===== src/ifr_pkg.sv =====
// Package: register map, field positions and carriers for the flag block
package ifr_pkg;
   localparam int unsigned ADDR_W = 4;
   localparam int unsigned DATA_W = 16;

   // Register indices on the plain register port
   localparam logic [3:0] OFF_FLAG_FIVE   = 4'h0;
   localparam logic [3:0] OFF_FLAG_SIX    = 4'h1;
   localparam logic [3:0] OFF_EN_TWO      = 4'h2;
   localparam logic [3:0] OFF_EN_THREE    = 4'h3;
   localparam logic [3:0] OFF_EN_FIVE     = 4'h4;
   localparam logic [3:0] OFF_EN_SIX      = 4'h5;
   localparam logic [3:0] OFF_WAKE_CTRL   = 4'h6;
   localparam logic [3:0] OFF_EVT_STATUS  = 4'h7;
   localparam logic [3:0] OFF_EVT_MASK    = 4'h8;

   // Field positions
   localparam int unsigned BIT_LPW_FLAG   = 0;
   localparam int unsigned BIT_LC1_FLAG   = 0;
   localparam int unsigned BIT_LC2_FLAG   = 1;
   localparam int unsigned BIT_CC5_EN     = 9;
   localparam int unsigned BIT_CAL_EN     = 14;
   localparam int unsigned BIT_S2COL_EN   = 2;
   localparam int unsigned BIT_S2EVT_EN   = 1;
   localparam int unsigned BIT_LPW_EN     = 0;
   localparam int unsigned BIT_LC1_EN     = 0;
   localparam int unsigned BIT_LC2_EN     = 1;
   localparam int unsigned BIT_WAKE_ON    = 15;
   localparam int unsigned BIT_WAKE_IDLE  = 13;
   localparam int unsigned BIT_WAKE_SINK  = 8;

   // Implemented-bit masks
   localparam logic [15:0] MSK_FLAG_FIVE  = 16'h0001;
   localparam logic [15:0] MSK_FLAG_SIX   = 16'h0003;
   localparam logic [15:0] MSK_EN_TWO     = 16'h0200;
   localparam logic [15:0] MSK_EN_THREE   = 16'h4006;
   localparam logic [15:0] MSK_EN_FIVE    = 16'h0001;
   localparam logic [15:0] MSK_EN_SIX     = 16'h0003;
   localparam logic [15:0] MSK_WAKE_CTRL  = 16'hA100;
   localparam logic [15:0] MSK_EVT        = 16'h0007;
   localparam logic [15:0] RST_VALUE      = 16'h0000;

   // Sources feeding the flags
   typedef struct packed {
      logic lc2;
      logic lc1;
      logic lpw;
   } ifr_src_t;

   // Requests toward the processor
   typedef struct packed {
      logic cc5_timer;
      logic calendar;
      logic s2_collision;
      logic s2_event;
      logic lc2;
      logic lc1;
      logic lpw;
   } ifr_req_t;
endpackage : ifr_pkg


===== src/ifr_flag_bit.sv =====
// One hardware-settable, software-writable flag bit
`timescale 1ns/10ps
module ifr_flag_bit (
   input  wire logic i_core_clk,
   input  wire logic i_rst,
   input  wire logic i_hw_set,
   input  wire logic i_sw_wr,
   input  wire logic i_sw_val,
   output logic      o_flag
);
   logic flag_q;
   logic flag_d;

   // Hardware set beats a same-cycle software clear
   assign flag_d = i_hw_set ? 1'b1 : (i_sw_wr ? i_sw_val : flag_q);

   always_ff @(posedge i_core_clk or posedge i_rst) begin
      if (i_rst) begin
         flag_q <= 1'b0;
      end else begin
         flag_q <= flag_d;
      end
   end

   assign o_flag = flag_q;
endmodule : ifr_flag_bit


===== src/ifr_regs.sv =====
// Interrupt flag, enable and wake-unit control registers
//
// Function
// RULE1 - Wake flag sits in bit 0, flag five
// RULE2 - Cell flags at bits 0 and 1, six
// RULE3 - Flags set by hardware, software read/write
// RULE4 - Timer five enable at bit 9
// RULE5 - Calendar enable at bit 14, register three
// RULE6 - Serial collision bit 2, event bit 1
// RULE7 - Wake enable at bit 0, register five
// RULE8 - Cell enables bits 0 and 1, six
// RULE9 - Enable one permits request, resets zero
// RULE10 - Unimplemented bits read zero, ignore writes
// RULE11 - Control bit 15 turns wake unit on
// RULE12 - Control bit 13 stops unit in idle
// RULE13 - Control bit 8 turns current sink on
// RULE14 - Request only when flag and enable set
// RULE15 - Software clears flag; hardware set wins
//
// Chosen here: the strobed register port and the placing of the registers.
`timescale 1ns/10ps
module ifr_regs
   import ifr_pkg::*;
(
   input  wire logic                  i_core_clk,
   input  wire logic                  i_rst,
   input  wire logic [ifr_pkg::ADDR_W-1:0] i_addr,
   input  wire logic [ifr_pkg::DATA_W-1:0] i_wdata,
   input  wire logic                  i_wr,
   input  wire logic                  i_rd,
   input  wire ifr_pkg::ifr_src_t     i_src,
   input  wire logic                  i_cc5_timer_req,
   input  wire logic                  i_calendar_req,
   input  wire logic                  i_s2_collision_req,
   input  wire logic                  i_s2_event_req,
   input  wire logic                  i_idle,
   output logic [ifr_pkg::DATA_W-1:0] o_rdata,
   output ifr_pkg::ifr_req_t          o_req,
   output logic                       o_wake_active,
   output logic                       o_wake_sink_on,
   output logic                       o_irq
);
   import ifr_pkg::*;

   // Register storage
   logic [15:0] en_two_q;
   logic [15:0] en_three_q;
   logic [15:0] en_five_q;
   logic [15:0] en_six_q;
   logic [15:0] wake_ctrl_q;
   logic [15:0] evt_stat_q;
   logic [15:0] evt_mask_q;
   logic [15:0] rdata_q;
   ifr_req_t    req_q;
   logic        wake_active_q;
   logic        sink_q;
   logic        irq_q;
   logic [2:0]  src_prev_q;

   // Decode
   wire wr_flag5 = i_wr && (i_addr == OFF_FLAG_FIVE);
   wire wr_flag6 = i_wr && (i_addr == OFF_FLAG_SIX);
   wire wr_en2   = i_wr && (i_addr == OFF_EN_TWO);
   wire wr_en3   = i_wr && (i_addr == OFF_EN_THREE);
   wire wr_en5   = i_wr && (i_addr == OFF_EN_FIVE);
   wire wr_en6   = i_wr && (i_addr == OFF_EN_SIX);
   wire wr_wake  = i_wr && (i_addr == OFF_WAKE_CTRL);
   wire wr_stat  = i_wr && (i_addr == OFF_EVT_STATUS);
   wire wr_mask  = i_wr && (i_addr == OFF_EVT_MASK);

   // Flag bits: one shared cell per flag
   wire [2:0] src_set = {i_src.lc2, i_src.lc1, i_src.lpw};
   wire [2:0] flag_wr = {wr_flag6, wr_flag6, wr_flag5};
   wire [2:0] flag_val = {i_wdata[BIT_LC2_FLAG], i_wdata[BIT_LC1_FLAG],
                          i_wdata[BIT_LPW_FLAG]};
   logic [2:0] flags;

   genvar g;
   generate
      for (g = 0; g < 3; g++) begin : g_flag
         ifr_flag_bit u_flag (
            .i_core_clk (i_core_clk),
            .i_rst      (i_rst),
            .i_hw_set   (src_set[g]),   // see RULE3 see RULE15
            .i_sw_wr    (flag_wr[g]),
            .i_sw_val   (flag_val[g]),
            .o_flag     (flags[g])
         );
      end
   endgenerate

   // Flag images, unimplemented bits tied low
   wire [15:0] flag5_img = {15'h0000, flags[0]};      // see RULE1 see RULE10
   wire [15:0] flag6_img = {14'h0000, flags[2:1]};    // see RULE2 see RULE10

   // Request terms: flag and enable both set
   ifr_req_t req_d;
   assign req_d.lpw          = flags[0] & en_five_q[BIT_LPW_EN];  // see RULE14
   assign req_d.lc1          = flags[1] & en_six_q[BIT_LC1_EN];   // see RULE14
   assign req_d.lc2          = flags[2] & en_six_q[BIT_LC2_EN];   // see RULE14
   // Flags for these sources live elsewhere; enable gates raw request
   assign req_d.cc5_timer    = i_cc5_timer_req & en_two_q[BIT_CC5_EN];
   assign req_d.calendar     = i_calendar_req & en_three_q[BIT_CAL_EN];
   assign req_d.s2_collision = i_s2_collision_req
                               & en_three_q[BIT_S2COL_EN];        // see RULE9
   assign req_d.s2_event     = i_s2_event_req & en_three_q[BIT_S2EVT_EN];

   // Wake unit: idle stop only matters while the unit is on
   wire wake_active_d = wake_ctrl_q[BIT_WAKE_ON]
                        & ~(i_idle & wake_ctrl_q[BIT_WAKE_IDLE]); // see RULE12
   wire sink_d = wake_ctrl_q[BIT_WAKE_SINK];                     // see RULE13

   // Event status: rising flag sets of the three local flags
   wire [2:0]  src_rise = src_set & ~src_prev_q;
   wire [15:0] evt_set  = {13'h0000, src_rise};
   wire [15:0] evt_clr  = wr_stat ? (i_wdata & MSK_EVT) : RST_VALUE;
   wire [15:0] evt_d    = (evt_stat_q & ~evt_clr) | evt_set;
   wire        irq_d    = |(evt_d & evt_mask_q);

   // Read mux, unmapped reads zero
   logic [15:0] rd_mux;
   always_comb begin
      case (i_addr)
         OFF_FLAG_FIVE:  rd_mux = flag5_img;
         OFF_FLAG_SIX:   rd_mux = flag6_img;
         OFF_EN_TWO:     rd_mux = en_two_q;
         OFF_EN_THREE:   rd_mux = en_three_q;
         OFF_EN_FIVE:    rd_mux = en_five_q;
         OFF_EN_SIX:     rd_mux = en_six_q;
         OFF_WAKE_CTRL:  rd_mux = wake_ctrl_q;
         OFF_EVT_STATUS: rd_mux = evt_stat_q;
         OFF_EVT_MASK:   rd_mux = evt_mask_q;
         default:        rd_mux = RST_VALUE;
      endcase
   end

   // Writes masked so unimplemented bits stay zero
   always_ff @(posedge i_core_clk or posedge i_rst) begin
      if (i_rst) begin
         en_two_q    <= RST_VALUE;   // see RULE9
         en_three_q  <= RST_VALUE;
         en_five_q   <= RST_VALUE;
         en_six_q    <= RST_VALUE;
         wake_ctrl_q <= RST_VALUE;   // see RULE11
      end else begin
         if (wr_en2) en_two_q <= i_wdata & MSK_EN_TWO;         // see RULE4
         if (wr_en3) en_three_q <= i_wdata & MSK_EN_THREE; // see RULE5 RULE6
         if (wr_en5) en_five_q <= i_wdata & MSK_EN_FIVE;       // see RULE7
         if (wr_en6) en_six_q <= i_wdata & MSK_EN_SIX;         // see RULE8
         if (wr_wake) wake_ctrl_q <= i_wdata & MSK_WAKE_CTRL;  // see RULE11
      end
   end

   always_ff @(posedge i_core_clk or posedge i_rst) begin
      if (i_rst) begin
         evt_stat_q <= RST_VALUE;
         evt_mask_q <= RST_VALUE;
         src_prev_q <= 3'h0;
      end else begin
         evt_stat_q <= evt_d;
         if (wr_mask) evt_mask_q <= i_wdata & MSK_EVT;
         src_prev_q <= src_set;
      end
   end

   // Registered outputs
   always_ff @(posedge i_core_clk or posedge i_rst) begin
      if (i_rst) begin
         rdata_q       <= RST_VALUE;
         req_q         <= '0;
         wake_active_q <= 1'b0;
         sink_q        <= 1'b0;
         irq_q         <= 1'b0;
      end else begin
         rdata_q       <= i_rd ? rd_mux : RST_VALUE;
         req_q         <= req_d;
         wake_active_q <= wake_active_d;
         sink_q        <= sink_d;
         irq_q         <= irq_d;
      end
   end

   assign o_rdata       = rdata_q;
   assign o_req         = req_q;
   assign o_wake_active = wake_active_q;
   assign o_wake_sink_on = sink_q;
   assign o_irq         = irq_q;
endmodule : ifr_regs


===== config.mk =====
export PLATFORM = sky130hd
export DESIGN_NAME = ifr_regs
export DESIGN_NICKNAME = d
export VERILOG_FILES = /design/src/ifr_pkg.sv /design/src/ifr_flag_bit.sv /design/src/ifr_regs.sv
export SDC_FILE = /design/constraint.sdc
export NUM_CORES = 1
export LEC_CHECK = 0
export BUFFER_PORTS_ARGS = -buffer_cell sky130_fd_sc_hd__buf_2
export CAP_MARGIN = 20
export CORE_UTILIZATION = 44
export CTS_BUF_LIST = sky130_fd_sc_hd__clkbuf_8 sky130_fd_sc_hd__clkbuf_16
export CTS_CLUSTER_SIZE = 30
export DETAILED_ROUTE_END_ITERATION = 8
export PLACE_DENSITY = 0.74
export SYNTH_ARGS = -nofsm -noshare
export SYNTH_HDL_FRONTEND = slang
export SYNTH_SLANG_ARGS = --single-unit

===== constraint.sdc =====
create_clock -name i_core_clk -period 1.1 [get_ports i_core_clk]
set_input_delay 0 -clock i_core_clk [delete_from_list [all_inputs] [get_ports i_core_clk]]
set_output_delay 0 -clock i_core_clk [all_outputs]
set_load 0.02 [all_outputs]

==> impl_metrics.toml <==
[floorplan]
die_x_um = 64.7
row_count = 22
start_util = 0.465
io_pins = 58
fp.dieH_um = 64.7
die_area_um2 = 4180
coreArea_um2 = 3720

[placed_design]
gp_congestion = 0.869
dp_cells = 231
io_buffer_count = 41
hpwlAfterDp_mm = 2.68

[worst_setup_path]
critical_path_arrival_ns = 1.40
crit_path_end_kind = "flop"
path_class = "flop to flop"
cp-start-kind = "flop"
r2r_slack_ns = -0.12
crit_required_ns = 1.28
critical_path.slowest_cell = "mux4_2"
worstPathMaxFanout = 2
cp_slowest_stage_delay_ns = 0.47
path_cells = "mux4_2, a32oi_1, nor2b_1"

[status]
status = "finished with violations"
violations = "negative setup slack"

[timing]
finalHoldViolCount = 0
fin_ws_ns = -0.118
skew_ns = 0.00691
fin_crit_sh = 1.11
final-setup-viol-count = 2
fmax_ghz = 0.821
final.setup.tns_ns = -0.142
fin_hold_ws_ns = 0.0332
slew_violations = 0
rsz0062_at_grt = "yes"
fin_crit_ns = 1.22

[synth]
ys_ff_latch = 40
yosysTopAreaCellShare = 0.579
synthAdderAreaFrac = 0
muxShareOfSynthArea = 0.131
synth_xor_area_frac = 0
synth_top_family_by_area = "simple AND/OR/NAND/NOR gates"
yosysSeqAreaShare = 0.579
yosysTopAreaCell = "dfrtp_1"
synth_area_um2 = 1730
synth_cells = 129
synth_area_leaders = "dfrtp_1, and2_1, buf_4"
synth-simple-area-share = 0.172
yosysWarnings = 0
synth-compound-area-share = 0.0558
postSynthAreaPerCell_um2 = 13.4
synth_cell_type_count = 36

[drt]
drt_wl_total_mm = 3.61
first_pass_iters = 4
antenna_left = 0
wl_per_cell_um = 14.0
route.detailed.drc = 0
drt-vias-per-instance = 4.79
drt_iter0_drc = 30
dr_total_vias = 1235

[clock_network]
clock_latency_ns = 0.29
clock-sinks = 40
cts_root_buf = "clkbuf_8"
clk_pin_slew_ns = 0.08
cts_buffers = 5
cts_buffer_depth = 2
cts_tree = "yes"
h-tree-depth = 2

[pwr]
p_per_area_nw_per_um2 = 1550
leakagePower_nw = 1.17
peakVddDrop_v = 0.000833

[global_route]
gr-usage-met2 = 0.322
grt.overflow.total = 0
grt_pass1_vias = 1251
grt_max_degree = 25
grt_pass1_wl_mm = 5.98
antenna_found_initial = 0
track_usage = 0.194
top_usage_layer = "met2"
grtUsageMet1 = 0.238
grtUsageMet3 = 0.0546

[layout]
final_nets = 241
drive_gt1_frac = 0.410
antenna_cells = 0
area_growth_pct = 36.3
fin_cells = 258

[flow_run]
cap_violations = 0

[hold_path]
hold_path_class = "input pin to flop"
[power breakdown]
part	switching, mW	internal [mW]	total (mW)	leakage (nW)
clock network	0.485	0.664	1.15	0.0593
logic	0.363	0.372	0.735	0.625
registers	0.0996	1.67	1.77	0.484
total	0.948	2.71	3.66	1.17
[Yosys cell counts]
master / number
nor3_1: 1
and3_1: 1
a221o_1: 1
mux4_1: 1
nand3b_1: 1
buf_4: 8
mux4_2: 1
nor2b_1: 3
nand2_1: 6
o21ai_1: 4
nor2_1: 2
nand2_2: 1
nor3b_4: 1
a32oi_1: 3
and3b_1: 1
inv_2: 1
conb_1: 1
buf_6: 2
inv_1: 3
nand3b_4: 1
nor3b_2: 1
nor4_4: 1
mux2_4: 3
o21ai_2: 2
and2_1: 11
nand3_1: 7
a21boi_1: 2
dfrtp_1: 40
buf_2: 1
mux2_2: 5
a21boi_0: 1
mux2i_1: 2
mux2_1: 5
nor2b_2: 1
nand2b_1: 2
and4_1: 2
[metal layers]
layer | vias to the layer above | wire length, um
met5 | - | 0
met4 | 0 | 68
met3 | 6 | 221
met2 | 51 | 1770
met1 | 591 | 1550
li1 | 587 | -
[critical path: cells and delay by family (launching register included)]
family             cells  cell delay, ns
AOI/OAI and AO/OA      1            0.19
and+or+nand+nor        1            0.07
muxes                  1            0.47
DFF                    1            0.38
[final timing paths]
kind / startpoint / endpoint / depth (start not counted)
worst min register to register: wake_ctrl_q[8]$_DFFE_PP0P_ / o_wake_sink_on$_DFF_PP0_ / 0
worst min-delay path: i_wdata[0] / g_flag[1].u_flag.o_flag$_DFFE_PP0P_ / 3
worst max register to register: evt_stat_q[1]$_DFF_PP0_ / o_rdata[1]$_DFF_PP0_ / 3
worst max-delay path: evt_stat_q[1]$_DFF_PP0_ / o_rdata[1]$_DFF_PP0_ / 3
max in group asynchronous: i_rst / o_req[0]$_DFF_PP0_ / 4
min in group asynchronous: i_rst / en_three_q[14]$_DFFE_PP0P_ / 4
[timing repair]
item                                    in CTS  in global routing
buffers inserted                             0                  1
resized for setup                            1                  1
hold buffers                                18                  0
endpoints found under the setup margin       3                  3
pin swaps                                    1                  0
hold endpoints to repair                    63                  0
gates cloned                                 0                  0
[per-stage QoR]
step | cell area [um^2] | total power, mW | util | setup WS, ns
2_1_floorplan | 1750 | 2.21 | - | -0.0598
3_3_place_gp | 2060 | 2.45 | 0.554 | -0.0676
3_5_place_dp | 2060 | 2.48 | 0.554 | -0.108
4_1_cts | 2340 | 3.68 | 0.631 | -0.112
5_1_grt | 2350 | 3.81 | 0.634 | -0.143
6_report | 2350 | 3.66 | 0.634 | -0.118
[registers in the layout, indices dropped and copies added (netlist names)]
signal	flops
en_five_q	1
en_six_q	2
en_three_q	3
en_two_q	1
evt_mask_q	3
evt_stat_q	3
g_flag.u_flag.o_flag	3
o_irq	1
o_rdata	8
o_req	7
o_wake_active	1
o_wake_sink_on	1
src_prev_q	3
wake_ctrl_q	3
[logic make-up after synthesis]
family	after synthesis
multiplexers	17
flip-flops	40
other	1
buffers and inverters	15
AO/OA/AOI/OAI	13
AND/OR/NAND/NOR	43
[layout make-up]
type	instances	area (um^2)
clock buffers	5	68.8
clock inverters	3	38.8
fillers	274	1360
inverters	4	15.0
multi-input cells	81	651
flip-flops and latches	40	1000
well taps	48	60.1
repair buffers	77	520
[placed cells by master (no fill, tap or decap), types with 2 or more instances in the layout]
cell           synthesis  final
a32oi_1                3      3
buf_2                  1     41
buf_4                  8     18
o21ai_2                2      3
and4_1                 2      2
o21ai_1                4      3
mux2_1                 5      5
mux4_2                 1      2
a21boi_1               2      2
nand3_1                7      7
clkbuf_8               0      5
nand2_1                6      6
mux2i_1                2      2
nor2b_1                3      3
dlygate4sd3_1          0     18
inv_1                  3      4
mux2_4                 3      3
and2_1                11     11
mux2_2                 5      5
nand2b_1               2      2
conb_1                 1      8
dfrtp_1               40     40
nor2_1                 2      2
No activity file was read; power rests on OpenSTA's default activity.
